## src/common/pdlc_regs.vh

```
// register offsets, field positions, reset values and frame timing
// assumes inclusion by every design file of the power-down and lock block
`ifndef PDLC_REGS_VH
`define PDLC_REGS_VH

// ****************************************
// offsets
// ****************************************
`define PDLC_ADDR_W            15
`define PDLC_OFS_OUT_PWR       15'h0019
`define PDLC_OFS_BLOCK_PD      15'h001a
`define PDLC_OFS_LOCK_CFG      15'h001b
`define PDLC_OFS_CAL_CLK       15'h001c

// ****************************************
// reset values
// ****************************************
`define PDLC_RST_OUT_PWR       8'h04
`define PDLC_RST_BLOCK_PD      8'h83
`define PDLC_RST_LOCK_CFG      8'h00
`define PDLC_RST_CAL_CLK       8'h00

// ****************************************
// output_and_power_config fields
// ****************************************
`define PDLC_OP_AMP_HI         5
`define PDLC_OP_AMP_LO         4
`define PDLC_OP_CLK_PD         3
`define PDLC_OP_REFDET_PD      2
`define PDLC_OP_ADC_PD         1
`define PDLC_OP_CALDAC_PD      0

// ****************************************
// block_power_down fields
// ****************************************
`define PDLC_BP_MAIN           7
`define PDLC_BP_REFDIV         6
`define PDLC_BP_FBDIV          5
`define PDLC_BP_OSC            4
`define PDLC_BP_LOCKDET        3
`define PDLC_BP_PUMP           2
`define PDLC_BP_CLKBUF         1
`define PDLC_BP_PULSE          0

// ****************************************
// lock_detect_config fields
// ****************************************
`define PDLC_LC_LOL_EN         7
`define PDLC_LC_WIDE           6
`define PDLC_LC_WIN_ON         5
`define PDLC_LC_TGT_HI         4
`define PDLC_LC_TGT_LO         0

// ****************************************
// calibration_clock_control fields
// ****************************************
`define PDLC_CC_DIV_ON         7
`define PDLC_CC_CONV_DIV_ON    6
`define PDLC_CC_FORCE_UNLK     2

// ****************************************
// serial frame
// ****************************************
`define PDLC_HDR_BITS          5'd16
`define PDLC_FRAME_BITS        5'd24

`endif

```

## src/rtl/pdlc_spi_slave.v

```verilog
// serial port slave: read/write bit, 15-bit address, 8 data bits, msb first
// assumes sclk, csb and sdi already synchronised to i_clk
`include "pdlc_regs.vh"

module pdlc_spi_slave (
  input  wire                     i_clk,
  input  wire                     i_rstn,
  input  wire                     i_sclk_s,
  input  wire                     i_csb_s,
  input  wire                     i_sdi_s,
  input  wire [7:0]               i_rdata,
  output reg  [`PDLC_ADDR_W-1:0]  o_addr_q,
  output reg                      o_wr_q,
  output reg  [7:0]               o_wdata_q,
  output reg                      o_sdo_q,
  output reg                      o_sdo_en_n_q
);

  // ****************************************
  // frame state
  // ****************************************
  reg        sclk_prev_q;
  reg [4:0]  cnt_q;
  reg [22:0] in_q;
  reg        rd_q;
  reg        load_q;
  reg [7:0]  out_q;
  wire       rise;
  wire       fall;

  assign rise = i_sclk_s & ~sclk_prev_q;
  assign fall = ~i_sclk_s & sclk_prev_q;

  always @(posedge i_clk or negedge i_rstn) begin
    if (!i_rstn) begin
      sclk_prev_q  <= 1'b0;
      cnt_q        <= 5'd0;
      in_q         <= 23'h000000;
      rd_q         <= 1'b0;
      load_q       <= 1'b0;
      out_q        <= 8'h00;
      o_addr_q     <= 15'h0000;
      o_wr_q       <= 1'b0;
      o_wdata_q    <= 8'h00;
      o_sdo_q      <= 1'b0;
      o_sdo_en_n_q <= 1'b1;
    end else begin
      sclk_prev_q <= i_sclk_s;
      o_wr_q      <= 1'b0;
      load_q      <= 1'b0;
      if (load_q) begin
        out_q <= i_rdata;
      end
      if (i_csb_s) begin
        cnt_q        <= 5'd0;
        rd_q         <= 1'b0;
        o_sdo_en_n_q <= 1'b1;
      end else begin
        if (rise && cnt_q < `PDLC_FRAME_BITS) begin
          in_q  <= {in_q[21:0], i_sdi_s};
          cnt_q <= cnt_q + 5'd1;
          if (cnt_q == `PDLC_HDR_BITS - 5'd1) begin
            o_addr_q <= {in_q[13:0], i_sdi_s};
            rd_q     <= in_q[14];
            load_q   <= in_q[14];
          end
          if (cnt_q == `PDLC_FRAME_BITS - 5'd1 && !rd_q) begin
            o_wr_q    <= 1'b1;
            o_wdata_q <= {in_q[6:0], i_sdi_s};
          end
        end
        if (fall && rd_q && cnt_q >= `PDLC_HDR_BITS && cnt_q < `PDLC_FRAME_BITS) begin
          o_sdo_q      <= out_q[7];
          out_q        <= {out_q[6:0], 1'b0};
          o_sdo_en_n_q <= 1'b0;
        end
        if (fall && cnt_q >= `PDLC_FRAME_BITS) begin
          o_sdo_en_n_q <= 1'b1;
        end
      end
    end
  end

endmodule // pdlc_spi_slave

```

## src/rtl/pdlc_lock_detect.v

```verilog
// lock detector: counts valid phase detector cycles up to a target
// assumes i_cycle is a one-cycle pulse and window flags are synchronised
`include "pdlc_regs.vh"

module pdlc_lock_detect #(
  parameter CNT_W = 5
) (
  input  wire             i_clk,
  input  wire             i_rstn,
  input  wire             i_cycle,
  input  wire             i_in_narrow,
  input  wire             i_in_wide,
  input  wire             i_window_wide,
  input  wire             i_window_on,
  input  wire [CNT_W-1:0] i_target,
  input  wire             i_lol_en,
  input  wire             i_hold,
  output reg              o_locked_q
);

  // ****************************************
  // counting
  // ****************************************
  reg  [CNT_W-1:0] cnt_q;
  wire             valid;

  assign valid = ~i_window_on | (i_window_wide ? i_in_wide : i_in_narrow); // RL6 RL7

  always @(posedge i_clk or negedge i_rstn) begin
    if (!i_rstn) begin
      cnt_q      <= {CNT_W{1'b0}};
      o_locked_q <= 1'b0;
    end else if (i_hold) begin
      cnt_q      <= {CNT_W{1'b0}}; // RL9
      o_locked_q <= 1'b0; // RL9
    end else if (i_cycle) begin
      if (valid) begin
        if (!o_locked_q) begin
          if (cnt_q == i_target) begin
            o_locked_q <= 1'b1; // RL8
          end else begin
            cnt_q <= cnt_q + {{(CNT_W-1){1'b0}}, 1'b1}; // RL8
          end
        end
      end else begin
        cnt_q <= {CNT_W{1'b0}};
        if (i_lol_en || !o_locked_q) begin
          o_locked_q <= 1'b0;
        end
      end
    end
  end

endmodule // pdlc_lock_detect

```

## src/rtl/pdlc_top.v

```verilog
// power-down and lock control register bank reached over the serial port
// assumes pins and analog flags are asynchronous to i_clk; enables feed analog blocks
//
// Behaviour
// RL1: main sleep resets to 1 and powers down everything while keeping all register contents.
// RL2: bits 6 to 2 of block_power_down each put one block to sleep when 1.
// RL3: bit 0 of output_and_power_config sleeps the calibration DAC and resets to 0.
// RL4: the clock buffer sleep bit resets to 1 and writing 0 enables the clock output.
// RL5: the pulse output sleep bit resets to 1 and writing 0 enables the pulse output.
// RL6: lock window wide bit picks the wide window when 1 and the narrow one when 0.
// RL7: lock window on bit enables the pulse window when 1 and resets to 0.
// RL8: the five-bit target sets how many valid cycles pass before lock is reported.
// RL9: force unlocked holds the detector unlocked until software writes it back to 0.
// RL10: software sets the calibration divider enable before a calibration and clears it after.
// RL11: software sets the converter divider enable before a calibration or measurement.
// RL12: software should clear both divider enables when idle to limit spurs.
// RL13: every field reads back its last written or reset value and drives its enable continuously.
`include "pdlc_regs.vh"

module pdlc_top #(
  parameter TGT_W = 5
) (
  input  wire       i_clk,
  input  wire       i_rstn,
  input  wire       i_sclk,
  input  wire       i_csb,
  input  wire       i_sdi,
  output reg        o_sdo,
  output reg        o_sdo_en_n,
  input  wire       i_pfd_tick,
  input  wire       i_in_narrow,
  input  wire       i_in_wide,
  output reg        o_main_sleep,
  output reg        o_ref_divider_sleep,
  output reg        o_feedback_divider_sleep,
  output reg        o_oscillator_sleep,
  output reg        o_lock_detector_sleep,
  output reg        o_phase_detector_pump_sleep,
  output reg        o_clock_buffer_sleep,
  output reg        o_pulse_output_sleep,
  output reg        o_calibration_dac_sleep,
  output reg        o_clock_divider_sleep,
  output reg        o_ref_detector_sleep,
  output reg        o_adc_sleep,
  output reg  [1:0] o_clock_amplitude,
  output reg        o_calibration_divider_on,
  output reg        o_calibration_converter_divider_on,
  output reg        o_lock_window_wide,
  output reg        o_lock_window_on,
  output reg  [4:0] o_lock_cycle_target,
  output reg        o_lock_force_unlocked,
  output reg        o_locked
);

  // ****************************************
  // input synchronisers
  // ****************************************
  reg [5:0] sync1_q;
  reg [5:0] sync2_q;
  reg       tick_prev_q;
  wire      sclk_s;
  wire      csb_s;
  wire      sdi_s;
  wire      tick_s;
  wire      narrow_s;
  wire      wide_s;
  wire      pfd_cycle;

  always @(posedge i_clk or negedge i_rstn) begin
    if (!i_rstn) begin
      sync1_q     <= 6'h02;
      sync2_q     <= 6'h02;
      tick_prev_q <= 1'b0;
    end else begin
      sync1_q     <= {i_in_wide, i_in_narrow, i_pfd_tick, i_sdi, i_csb, i_sclk};
      sync2_q     <= sync1_q;
      tick_prev_q <= sync2_q[3];
    end
  end

  assign sclk_s    = sync2_q[0];
  assign csb_s     = sync2_q[1];
  assign sdi_s     = sync2_q[2];
  assign tick_s    = sync2_q[3];
  assign narrow_s  = sync2_q[4];
  assign wide_s    = sync2_q[5];
  assign pfd_cycle = tick_s & ~tick_prev_q;

  // ****************************************
  // serial port
  // ****************************************
  wire [`PDLC_ADDR_W-1:0] addr;
  wire                    wr;
  wire [7:0]              wdata;
  wire [7:0]              rdata;
  wire                    sdo;
  wire                    sdo_en_n;

  pdlc_spi_slave u_spi (
    .i_clk        (i_clk),
    .i_rstn       (i_rstn),
    .i_sclk_s     (sclk_s),
    .i_csb_s      (csb_s),
    .i_sdi_s      (sdi_s),
    .i_rdata      (rdata),
    .o_addr_q     (addr),
    .o_wr_q       (wr),
    .o_wdata_q    (wdata),
    .o_sdo_q      (sdo),
    .o_sdo_en_n_q (sdo_en_n)
  );

  // ****************************************
  // register file
  // ****************************************
  reg [7:0] out_pwr_q;
  reg [7:0] block_pd_q;
  reg [7:0] lock_cfg_q;
  reg [7:0] cal_clk_q;

  function [1:0] dec;
    input [`PDLC_ADDR_W-1:0] a;
    begin
      case (a)
        `PDLC_OFS_OUT_PWR:  dec = 2'd0;
        `PDLC_OFS_BLOCK_PD: dec = 2'd1;
        `PDLC_OFS_LOCK_CFG: dec = 2'd2;
        `PDLC_OFS_CAL_CLK:  dec = 2'd3;
        default:            dec = 2'd0;
      endcase
    end
  endfunction

  function hit;
    input [`PDLC_ADDR_W-1:0] a;
    begin
      hit = (a >= `PDLC_OFS_OUT_PWR) && (a <= `PDLC_OFS_CAL_CLK);
    end
  endfunction

  always @(posedge i_clk or negedge i_rstn) begin
    if (!i_rstn) begin
      out_pwr_q <= `PDLC_RST_OUT_PWR; // RL3
    end else if (wr && hit(addr) && dec(addr) == 2'd0) begin
      out_pwr_q <= wdata; // RL13
    end
  end

  always @(posedge i_clk or negedge i_rstn) begin
    if (!i_rstn) begin
      block_pd_q <= `PDLC_RST_BLOCK_PD; // RL1 RL4 RL5
    end else if (wr && hit(addr) && dec(addr) == 2'd1) begin
      block_pd_q <= wdata; // RL13
    end
  end

  always @(posedge i_clk or negedge i_rstn) begin
    if (!i_rstn) begin
      lock_cfg_q <= `PDLC_RST_LOCK_CFG; // RL7
    end else if (wr && hit(addr) && dec(addr) == 2'd2) begin
      lock_cfg_q <= wdata; // RL13
    end
  end

  always @(posedge i_clk or negedge i_rstn) begin
    if (!i_rstn) begin
      cal_clk_q <= `PDLC_RST_CAL_CLK;
    end else if (wr && hit(addr) && dec(addr) == 2'd3) begin
      cal_clk_q <= wdata; // RL13
    end
  end

  reg [7:0] rd_mux;

  always @* begin
    rd_mux = 8'h00;
    if (hit(addr)) begin
      case (dec(addr))
        2'd0:    rd_mux = out_pwr_q; // RL13
        2'd1:    rd_mux = block_pd_q; // RL13
        2'd2:    rd_mux = lock_cfg_q; // RL13
        2'd3:    rd_mux = cal_clk_q; // RL13
        default: rd_mux = 8'h00;
      endcase
    end
  end

  assign rdata = rd_mux;

  // ****************************************
  // lock detector
  // ****************************************
  wire main_sleep;
  wire ld_hold;
  wire locked;

  assign main_sleep = block_pd_q[`PDLC_BP_MAIN];
  assign ld_hold    = cal_clk_q[`PDLC_CC_FORCE_UNLK] | main_sleep | block_pd_q[`PDLC_BP_LOCKDET]; // RL9

  pdlc_lock_detect #(
    .CNT_W (TGT_W)
  ) u_ld (
    .i_clk         (i_clk),
    .i_rstn        (i_rstn),
    .i_cycle       (pfd_cycle),
    .i_in_narrow   (narrow_s),
    .i_in_wide     (wide_s),
    .i_window_wide (lock_cfg_q[`PDLC_LC_WIDE]),
    .i_window_on   (lock_cfg_q[`PDLC_LC_WIN_ON]),
    .i_target      (lock_cfg_q[`PDLC_LC_TGT_HI:`PDLC_LC_TGT_LO]),
    .i_lol_en      (lock_cfg_q[`PDLC_LC_LOL_EN]),
    .i_hold        (ld_hold),
    .o_locked_q    (locked)
  );

  // ****************************************
  // serial data out
  // ****************************************
  always @(posedge i_clk or negedge i_rstn) begin
    if (!i_rstn) begin
      o_sdo      <= 1'b0;
      o_sdo_en_n <= 1'b1;
    end else begin
      o_sdo      <= sdo;
      o_sdo_en_n <= sdo_en_n;
    end
  end

  // ****************************************
  // registered sleep enables
  // ****************************************
  function gate_sleep;
    input all_sleep;
    input own_sleep;
    begin
      gate_sleep = all_sleep | own_sleep;
    end
  endfunction

  always @(posedge i_clk or negedge i_rstn) begin
    if (!i_rstn) begin
      o_main_sleep                <= 1'b1;
      o_ref_divider_sleep         <= 1'b1;
      o_feedback_divider_sleep    <= 1'b1;
      o_oscillator_sleep          <= 1'b1;
      o_lock_detector_sleep       <= 1'b1;
      o_phase_detector_pump_sleep <= 1'b1;
      o_clock_buffer_sleep        <= 1'b1;
      o_pulse_output_sleep        <= 1'b1;
      o_calibration_dac_sleep     <= 1'b1;
      o_clock_divider_sleep       <= 1'b1;
      o_ref_detector_sleep        <= 1'b1;
      o_adc_sleep                 <= 1'b1;
      o_clock_amplitude           <= 2'h0;
    end else begin
      o_main_sleep                <= main_sleep; // RL1
      o_ref_divider_sleep         <= gate_sleep(main_sleep, block_pd_q[`PDLC_BP_REFDIV]); // RL1 RL2
      o_feedback_divider_sleep    <= gate_sleep(main_sleep, block_pd_q[`PDLC_BP_FBDIV]); // RL1 RL2
      o_oscillator_sleep          <= gate_sleep(main_sleep, block_pd_q[`PDLC_BP_OSC]); // RL1 RL2
      o_lock_detector_sleep       <= gate_sleep(main_sleep, block_pd_q[`PDLC_BP_LOCKDET]); // RL1 RL2
      o_phase_detector_pump_sleep <= gate_sleep(main_sleep, block_pd_q[`PDLC_BP_PUMP]); // RL1 RL2
      o_clock_buffer_sleep        <= gate_sleep(main_sleep, block_pd_q[`PDLC_BP_CLKBUF]); // RL1 RL4
      o_pulse_output_sleep        <= gate_sleep(main_sleep, block_pd_q[`PDLC_BP_PULSE]); // RL1 RL5
      o_calibration_dac_sleep     <= gate_sleep(main_sleep, out_pwr_q[`PDLC_OP_CALDAC_PD]); // RL1 RL3
      o_clock_divider_sleep       <= gate_sleep(main_sleep, out_pwr_q[`PDLC_OP_CLK_PD]); // RL1
      o_ref_detector_sleep        <= gate_sleep(main_sleep, out_pwr_q[`PDLC_OP_REFDET_PD]); // RL1
      o_adc_sleep                 <= gate_sleep(main_sleep, out_pwr_q[`PDLC_OP_ADC_PD]); // RL1
      o_clock_amplitude           <= out_pwr_q[`PDLC_OP_AMP_HI:`PDLC_OP_AMP_LO];
    end
  end

  // ****************************************
  // calibration divider enables
  // ****************************************
  function gate_on;
    input all_sleep;
    input own_on;
    begin
      gate_on = ~all_sleep & own_on;
    end
  endfunction

  always @(posedge i_clk or negedge i_rstn) begin
    if (!i_rstn) begin
      o_calibration_divider_on           <= 1'b0;
      o_calibration_converter_divider_on <= 1'b0;
    end else begin
      o_calibration_divider_on           <= gate_on(main_sleep, cal_clk_q[`PDLC_CC_DIV_ON]); // RL1
      o_calibration_converter_divider_on <= gate_on(main_sleep, cal_clk_q[`PDLC_CC_CONV_DIV_ON]); // RL1
    end
  end

  // ****************************************
  // lock field mirrors
  // ****************************************
  always @(posedge i_clk or negedge i_rstn) begin
    if (!i_rstn) begin
      o_lock_window_wide    <= 1'b0;
      o_lock_window_on      <= 1'b0;
      o_lock_cycle_target   <= 5'h00;
      o_lock_force_unlocked <= 1'b0;
      o_locked              <= 1'b0;
    end else begin
      o_lock_window_wide    <= lock_cfg_q[`PDLC_LC_WIDE]; // RL6
      o_lock_window_on      <= lock_cfg_q[`PDLC_LC_WIN_ON]; // RL7
      o_lock_cycle_target   <= lock_cfg_q[`PDLC_LC_TGT_HI:`PDLC_LC_TGT_LO]; // RL8
      o_lock_force_unlocked <= cal_clk_q[`PDLC_CC_FORCE_UNLK]; // RL9
      o_locked              <= locked;
    end
  end

endmodule // pdlc_top

```

## config.mk

```make
export PLATFORM = sky130hd
export DESIGN_NAME = pdlc_top
export DESIGN_NICKNAME = d
export VERILOG_FILES = /design/src/rtl/pdlc_spi_slave.v /design/src/rtl/pdlc_lock_detect.v /design/src/rtl/pdlc_top.v
export VERILOG_INCLUDE_DIRS = /design/src /design/src/common
export SDC_FILE = /design/constraint.sdc
export NUM_CORES = 1
export LEC_CHECK = 0
export ABC_AREA = 1
export BUFFER_PORTS_ARGS = -buffer_cell sky130_fd_sc_hd__buf_2
export CELL_PAD_IN_SITES_DETAIL_PLACEMENT = 2
export CELL_PAD_IN_SITES_GLOBAL_PLACEMENT = 2
export CORE_ASPECT_RATIO = 0.7
export CORE_UTILIZATION = 38
export DETAILED_ROUTE_END_ITERATION = 7
export PLACE_DENSITY = 0.88
export RECOVER_POWER = 50
export SETUP_SLACK_MARGIN = 0.02
export SYNTH_ARGS = -nofsm -noshare
export SYNTH_HDL_FRONTEND = slang
export SYNTH_SLANG_ARGS = --single-unit
```

## constraint.sdc

```tcl
create_clock -name i_clk -period 1.88 [get_ports i_clk]
set_input_delay 0.188 -clock i_clk [delete_from_list [all_inputs] [get_ports i_clk]]
set_output_delay 0.188 -clock i_clk [all_outputs]
set_load 0.02 [all_outputs]
```

==> metrics.md, run 1 <==
| Metric | Value |
|---|---|
| Fraction of final layout cells sized beyond drive strength 1 | roughly 33% |
| Core outline area | around 14000 µm² |
| Worst EP required | 2.26 ns |
| Critical Path Sink Type | register |
| First-pass GRT wire length | between 30000 and 40000 µm |
| Worst Tran Pin Value | 1.41 ns |
| Vias | between 4000 and 5000 |
| Fin worst setup slack | -0.133 ns |
| First-pass iteration count of the detailed router | 5 |
| Post-synth ARST share | 100% |
| Max Cap Viol | 0 |
| Hold_ws | between 0.3 and 0.4 ns |
| Vias in the first global route | 5274 |
| Crit path max-delay family | simple AND/OR/NAND/NOR gates |
| Routed vias/inst | between 5 and 6 |
| Status | complete, but fails checks |
| CP arrival | ~2.4 ns |
| Fmax | 497 MHz |
| Post-synth EDFFs | 0 |
| Tot Pwr | 6.92 mW |
| Syn. warnings | 0 |
| Clock slew at reported path FFs | 0.07 ns |
| I/O pins | 35 |
| Die ar. | 15400 µm² |
| CP bufs+invs | 3 |
| HPWL Detailed | around 11000 µm |
| Cells after Synth | 596 |
| Slew margin rel. | 6.29% |
| Syn avg cell area | 9.52 µm² |
| Peak VDD IR | roughly 0.54 mV |
| Final setup viols | 31 |
| Final wirelength | 23700 µm |
| Static leakage | 3.55 nW |
| Post-synthesis sequential element count | between 100 and 150 |
| Top_reg_cell synth | dfrtp_1 |
| Netlist area before placement | between 5000 and 6000 µm² |
| Synthesis-to-finish area growth | 30.0% |
| Die width | 148 µm |
| Worst skew pair latency | approximately 0.46 ns |
| CTS max path bufs | 2 |
| Syn Nets | approximately 600 |
| Crit path time final | ~2.0 ns |
| Unique masters post-synth | 38 |
| Final Skew | 0.0179 ns |
| Iter 0 DRT Violations | a little over 200 |
| IO buf count | 34 |
| Worst min-delay path class | reg -> reg |
| Drt wl/cell | 26.9 µm |
| Slowest stage delay, CP | roughly 0.42 ns |
| Nets | 689 |
| Max-slew violations | 0 |
| Routability Congestion | 0.802 |
| CP max-delay cell | dfrtp_1 |
| Post-synthesis sequential area ratio | between 50% and 60% |
| Initial antenna violation count | 0 |
| Antenna Cells | 0 |
| RSZ-0062 raised after global routing | yes |
| Critical path type | reg -> reg |
| Largest net degree at the start of global routing | 52 |
| Clk root buf | clkbuf_16 |
| Grt total ovfl | 0 |
| Die Span Y | between 100 and 150 µm |
| GRT Util Overall | 27.0% |
| Site Rows | 36 |
| DRT antenna net count | 0 |
| Failing checks | negative setup slack |
| Final hold violations | 0 |
| Pwr per Cell Area | 938 nW/µm² |
| Crit-path cells | inv_2 > nand3_4 > nor2_8 > buf_12 > nand2_8 > nor2_1 > nor2_2 > nand2_1 > nand3_2 > nand3_2 > nand2_1 > inv_1 |
| DR DRC count | 0 |
| Starting Density | 39.9% |
| CP startpoint kind | register |
| Htree depth | 4 |
| Maximum fanout along the worst path | 16 |
| Part of the cycle the worst path needs | 107% |
| Number of buffers created by CTS | 17 |
| CTS tree | built |
| Clock Sinks | between 100 and 150 |
| Fin Setup TNS | -1.98 ns |
[per-stage QoR]
stage               worst slack [ns]  instance area (µm²)  std cells  util (%)
finish                        -0.133                 7380        881      51.8
global route                  -0.188                 7380        881      51.8
CTS                          0.00385                 6980        863      49.0
detailed placement            0.0293                 6150        820      43.2
global placement               0.146                 6150        820      43.2
floorplan                      0.217                 5680        596         -
[power by group]
group	internal (mW)	switching (mW)	leakage (nW)
combinational	0.0501	0.147	1.49
clock	2.18	1.53	0.295
sequential	2.97	0.0400	1.76
[timing repair]
action                                  CTS  global route
cloned                                    1             0
pin swaps                                 3            37
endpoints found under the hold margin    48             0
buffers inserted                          3            19
gates resized for setup                  20            73
hold buffers                              7             0
endpoints found under the setup margin   22            74
[path summary, 6_finish.rpt]
kind                                                   endpoint                          start  depth (start not counted)  slack (ns)
min in group asynchronous       o_lock_force_unlocked$_DFF_PN0_                         i_rstn                          2        0.61
max in group asynchronous             block_pd_q[7]$_DFFE_PN1P_                         i_rstn                          3        0.19
worst min-delay path                       sync2_q[0]$_DFF_PN0_           sync1_q[0]$_DFF_PN0_                          0        0.35
worst min register to register             sync2_q[0]$_DFF_PN0_           sync1_q[0]$_DFF_PN0_                          0        0.35
worst max register to register         u_spi.out_q[4]$_DFF_PN0_  u_spi.o_addr_q[8]$_DFFE_PN0P_                         12       -0.13
worst max-delay path                   u_spi.out_q[4]$_DFF_PN0_  u_spi.o_addr_q[8]$_DFFE_PN0P_                         12       -0.13
[layer usage]
| metal | up-vias | global-route usage, % | part of all wire, % |
|---|---|---|---|
| met3 | 67 | 6.05 | 4.2 |
| met4 | 0 | 11.5 | 3.9 |
| met1 | 2623 | 31.6 | 40 |
| met5 | - | 0 | 0 |
| li1 | 2064 | - | - |
| met2 | 165 | 47.3 | 52 |
[cells in the final DEF (no fill, tap or decap), types with 19 or more instances in the layout]
cell type	netlist	layout
nand2_1	137	117
nor2_1	40	27
buf_4	0	22
dfrtp_1	115	110
nand3_1	39	29
dfstp_2	20	19
inv_1	69	65
o21ai_1	25	24
o21ai_0	47	45
buf_2	2	33
[area by class of cell]
type | instances | area (µm²)
fill | 1442 | 6850
sequential | 135 | 3410
multi-input combinational | 371 | 2200
timing repair buffer | 77 | 608
clock buffer | 20 | 457
inverter | 76 | 298
tap | 190 | 238
clock inverter | 12 | 165
[cells in the mapped netlist (all sizes together), types with 3 or more instances]
| library cell | n | share of area, % |
|---|---|---|
| a21oi | 6 | 0.53 |
| buf | 6 | 0.97 |
| clkbuf | 9 | 0.60 |
| dfrtp | 115 | 51 |
| dfstp | 20 | 9.3 |
| ha | 3 | 0.66 |
| inv | 75 | 5.0 |
| nand2 | 148 | 11 |
| nand3 | 39 | 3.4 |
| nand4 | 12 | 1.3 |
| nor2 | 47 | 4.3 |
| nor3 | 4 | 0.44 |
| o21ai | 81 | 7.7 |
| or2 | 14 | 1.5 |
| xor2 | 3 | 0.46 |
[cells by family (layout without fill, tap and decap cells)]
family | after synthesis | count (layout) | synth area share (%)
compound gates | 94 | 94 | 9.33
fa+ha+maj | 3 | 3 | 0.661
simple gates | 267 | 268 | 22.5
mux | 1 | 1 | 0.176
flops | 135 | 135 | 60.0
xor+xnor | 5 | 5 | 0.772
buf+inv | 91 | 185 | 6.59
[registers in the layout, indices dropped and copies added, names as in the netlist, 6 cells and up]
signal and flops:
block_pd_q 8, cal_clk_q 8, lock_cfg_q 8, out_pwr_q 8, sync1_q 6, sync2_q 6, u_spi.in_q 15, u_spi.o_addr_q 15
u_spi.o_wdata_q 8, u_spi.out_q 8
(Power assumes the default switching activity.)
==> inputs of run 2 (changes only) <==
--- a/config.mk
+++ b/config.mk
@@ -11,9 +11,9 @@
 export CELL_PAD_IN_SITES_DETAIL_PLACEMENT = 2
 export CELL_PAD_IN_SITES_GLOBAL_PLACEMENT = 2
 export CORE_ASPECT_RATIO = 0.7
-export CORE_UTILIZATION = 38
+export CORE_UTILIZATION = 35
 export DETAILED_ROUTE_END_ITERATION = 7
-export PLACE_DENSITY = 0.88
+export PLACE_DENSITY = 0.86
 export RECOVER_POWER = 50
 export SETUP_SLACK_MARGIN = 0.02
 export SYNTH_ARGS = -nofsm -noshare
==> constraint.sdc (replaced) <==
create_clock -name i_clk -period 1.7 [get_ports i_clk]
set_input_delay 0.17 -clock i_clk [delete_from_list [all_inputs] [get_ports i_clk]]
set_output_delay 0.17 -clock i_clk [all_outputs]
set_load 0.02 [all_outputs]
==> metrics.md, run 2 (synthesized netlist as in run 1, its figures left out) <==
| Metric | Value |
|---|---|
| Static leakage | 3.75 nW (was 3.55 nW) |
| Critical path type | reg -> reg (unchanged) |
| Reg-to-reg endpoint | out_pwr_q[0]$_DFFE_PN0P_ (was u_spi.out_q[4]$_DFF_PN0_) |
| Iter 0 DRT Violations | 323 (was 207) |
| CP arrival | 2.32 ns (was 2.40 ns) |
| Fraction of final layout cells sized beyond drive strength 1 | 42.7% (was 32.6%) |
| Max Cap Viol | 0 (unchanged) |
| Most common cell after layout, fill and taps aside | dfrtp_1 (was nand2_1) |
| Part of the cycle the worst path needs | 118% (was 107%) |
| Inst Count DP | 840 (was 820) |
| Worst setup path endpoint | out_pwr_q[0]$_DFFE_PN0P_ (was u_spi.out_q[4]$_DFF_PN0_) |
| I/O pins | 35 (unchanged) |
| CTS tree | built (unchanged) |
| Beginning of the worst hold path | sync1_q[0]$_DFF_PN0_ (unchanged) |
| DRT antenna net count | 0 (unchanged) |
| DP Worst Slack | -0.151 ns (was 0.0293 ns) |
| Worst min-delay path class | reg -> reg (unchanged) |
| Final hold violations | 0 (unchanged) |
| Antenna Cells | 0 (unchanged) |
| Pwr per Cell Area | 989 nW/µm² (was 938 nW/µm²) |
| Final Skew | 0.0103 ns (was 0.0179 ns) |
| Worst Tran Pin Value | 1.20 ns (was 1.41 ns) |
| GRT Util Overall | 26.5% (was 27.0%) |
| Worst EP required | 2.01 ns (was 2.26 ns) |
| Reg2reg path depth | 11 (was 12) |
| DR DRC count | 0 (unchanged) |
| Fin area | 7840 µm² (was 7380 µm²) |
| Vias in the first global route | 5321 (was 5274) |
| Clk root buf | clkbuf_16 (unchanged) |
| Max-slew violations | 0 (unchanged) |
| Peak VDD IR | 0.713 mV (was 0.536 mV) |
| RSZ-0062 raised after global routing | yes (unchanged) |
| Fmax | 498 MHz (was 497 MHz) |
| First-pass GRT wire length | 32100 µm (was 30600 µm) |
| Critical Path Sink Type | register (unchanged) |
| Fin worst setup slack | -0.306 ns (was -0.133 ns) |
| Number of buffers created by CTS | 17 (unchanged) |
| R2r setup slk | -0.31 ns (was -0.13 ns) |
| Vias | 4978 (was 4919) |
| Final wirelength | 24100 µm (was 23700 µm) |
| Starting Density | 36.2% (was 39.9%) |
| Maximum fanout along the worst path | 8 (was 16) |
| Synthesis-to-finish area growth | 38.1% (was 30.0%) |
| Initial antenna violation count | 0 (unchanged) |
| Tot Pwr | 7.75 mW (was 6.92 mW) |
| Placed instance area | 6250 µm² (was 6150 µm²) |
| Site Rows | 38 (was 36) |
| Core outline area | 15700 µm² (was 14200 µm²) |
| Routability Congestion | 0.859 (was 0.802) |
| Largest net degree at the start of global routing | 44 (was 52) |
| Top Registers | u_spi.in_q: 15 flops, u_spi.o_addr_q: 15 flops (unchanged) |
| Worst R2R Start | u_spi.o_addr_q[6]$_DFFE_PN0P_ (was u_spi.o_addr_q[8]$_DFFE_PN0P_) |
| Die ar. | 16700 µm² (was 15400 µm²) |
| Htree depth | 4 (unchanged) |
| Status | complete, but fails checks (unchanged) |
| Routed vias/inst | 5.51 (was 5.58) |
| Final Core Density | 50.0% (was 51.8%) |
| Number of fill cells | 1567 (was 1442) |
| Final setup viols | 45 (was 31) |
| HPWL Detailed | 11400 µm (was 11300 µm) |
| Clock Sinks | 135 (unchanged) |
| Worst skew pair latency | 0.44 ns (was 0.46 ns) |
| Fin Setup TNS | -10.73 ns (was -1.98 ns) |
| Grt total ovfl | 0 (unchanged) |
| First-pass iteration count of the detailed router | 6 (was 5) |
| Failing checks | negative setup slack (unchanged) |
| CTS max path bufs | 2 (unchanged) |
| Die width | 154 µm (was 148 µm) |
| Fin cells | 903 (was 881) |
| CP startpoint kind | register (unchanged) |
| Clock slew at reported path FFs | 0.06 ns (was 0.07 ns) |
| Nets | 702 (was 689) |
| Drt wl/cell | 26.7 µm (was 26.9 µm) |
| Most frequent cells in the layout | dfrtp_1, nand2_1, inv_1 (was nand2_1, dfrtp_1, inv_1) |
| Slew margin rel. | 19.8% (was 6.29%) |
| Die Span Y | 109 µm (was 104 µm) |
| Crit. Startpoint | u_spi.o_addr_q[6]$_DFFE_PN0P_ (was u_spi.o_addr_q[8]$_DFFE_PN0P_) |
| Hold_ws | 0.355 ns (was 0.350 ns) |
| Crit path time final | 2.01 ns (about the same) |
| IO buf count | 34 (unchanged) |
==> run 2: cell types whose count changed in the layout (fill, tap and decap cells not counted), sizes merged <==
cell,delta
buf,+7
inv,-6
clkbuf,+4
nand2,+4
bufinv,+2
clkinv,+2
clkinvlp,-1
==> run 2: what timing repair did <==
item / CTS / global route
gates resized for setup: 66 / 106
hold buffers: 7 / 0
pin swaps: 11 / 36
endpoints found under the hold margin: 40 / 0
buffers inserted: 9 / 9
endpoints found under the setup margin: 66 / 69
gates cloned: 5 / 2
==> run 2: worst min path at each step <==
| stage | endpoint | slack [ns] | depth (start not counted) |
|---|---|---|---|
| after global placement | u_ld.cnt_q[3]$_DFFE_PN0P_ | 0.12 | 1 |
| final | sync2_q[0]$_DFF_PN0_ | 0.36 | 0 |
| after detailed placement | u_ld.cnt_q[3]$_DFFE_PN0P_ | 0.13 | 1 |
| after global routing | sync2_q[0]$_DFF_PN0_ | 0.36 | 0 |
| after CTS | u_spi.o_addr_q[12]$_DFFE_PN0P_ | 0.26 | 2 |
| after floorplan | block_pd_q[2]$_DFFE_PN0P_ | -0.13 | 0 |
==> run 2: power breakdown <==
group | internal (mW) | leakage, nW | switching, mW
clock network | 2.70 | 0.316 | 1.47
logic | 0.0650 | 1.68 | 0.173
registers | 3.29 | 1.76 | 0.0455
total | 6.06 | 3.75 | 1.69
==> run 2: cell type report <==
class | count | area [µm²] | share of cell area (%)
Tap cell | 200 | 250 | 3.19
Inverter | 76 | 299 | 3.81
Multi-Input combinational cell | 375 | 2510 | 32.1
Timing Repair Buffer | 86 | 717 | 9.15
Clock buffer | 22 | 474 | 6.05
Sequential cell | 135 | 3410 | 43.5
Clock inverter | 9 | 173 | 2.20
==> run 2: worst max-delay path, cell delays in order, from the launching register on <==
cell and delay, ns:
dfrtp_1 0.42, nor2_4 0.20, nand2_2 0.07, a21oi_2 0.26, nand2_4 0.11, nand2_4 0.11
nand2_8 0.07, nor2_8 0.10, buf_12 0.20, nand2_8 0.13, nand2_2 0.12, o21ai_1 0.07
==> run 2: metal layers <==
metal	track usage, %	vias to the layer above	wire length [µm]
met2	46.1	183	12200
met4	11.1	0	991
met1	31.9	2619	9710
met5	0	-	0
li1	-	2113	-
met3	6.17	63	1270
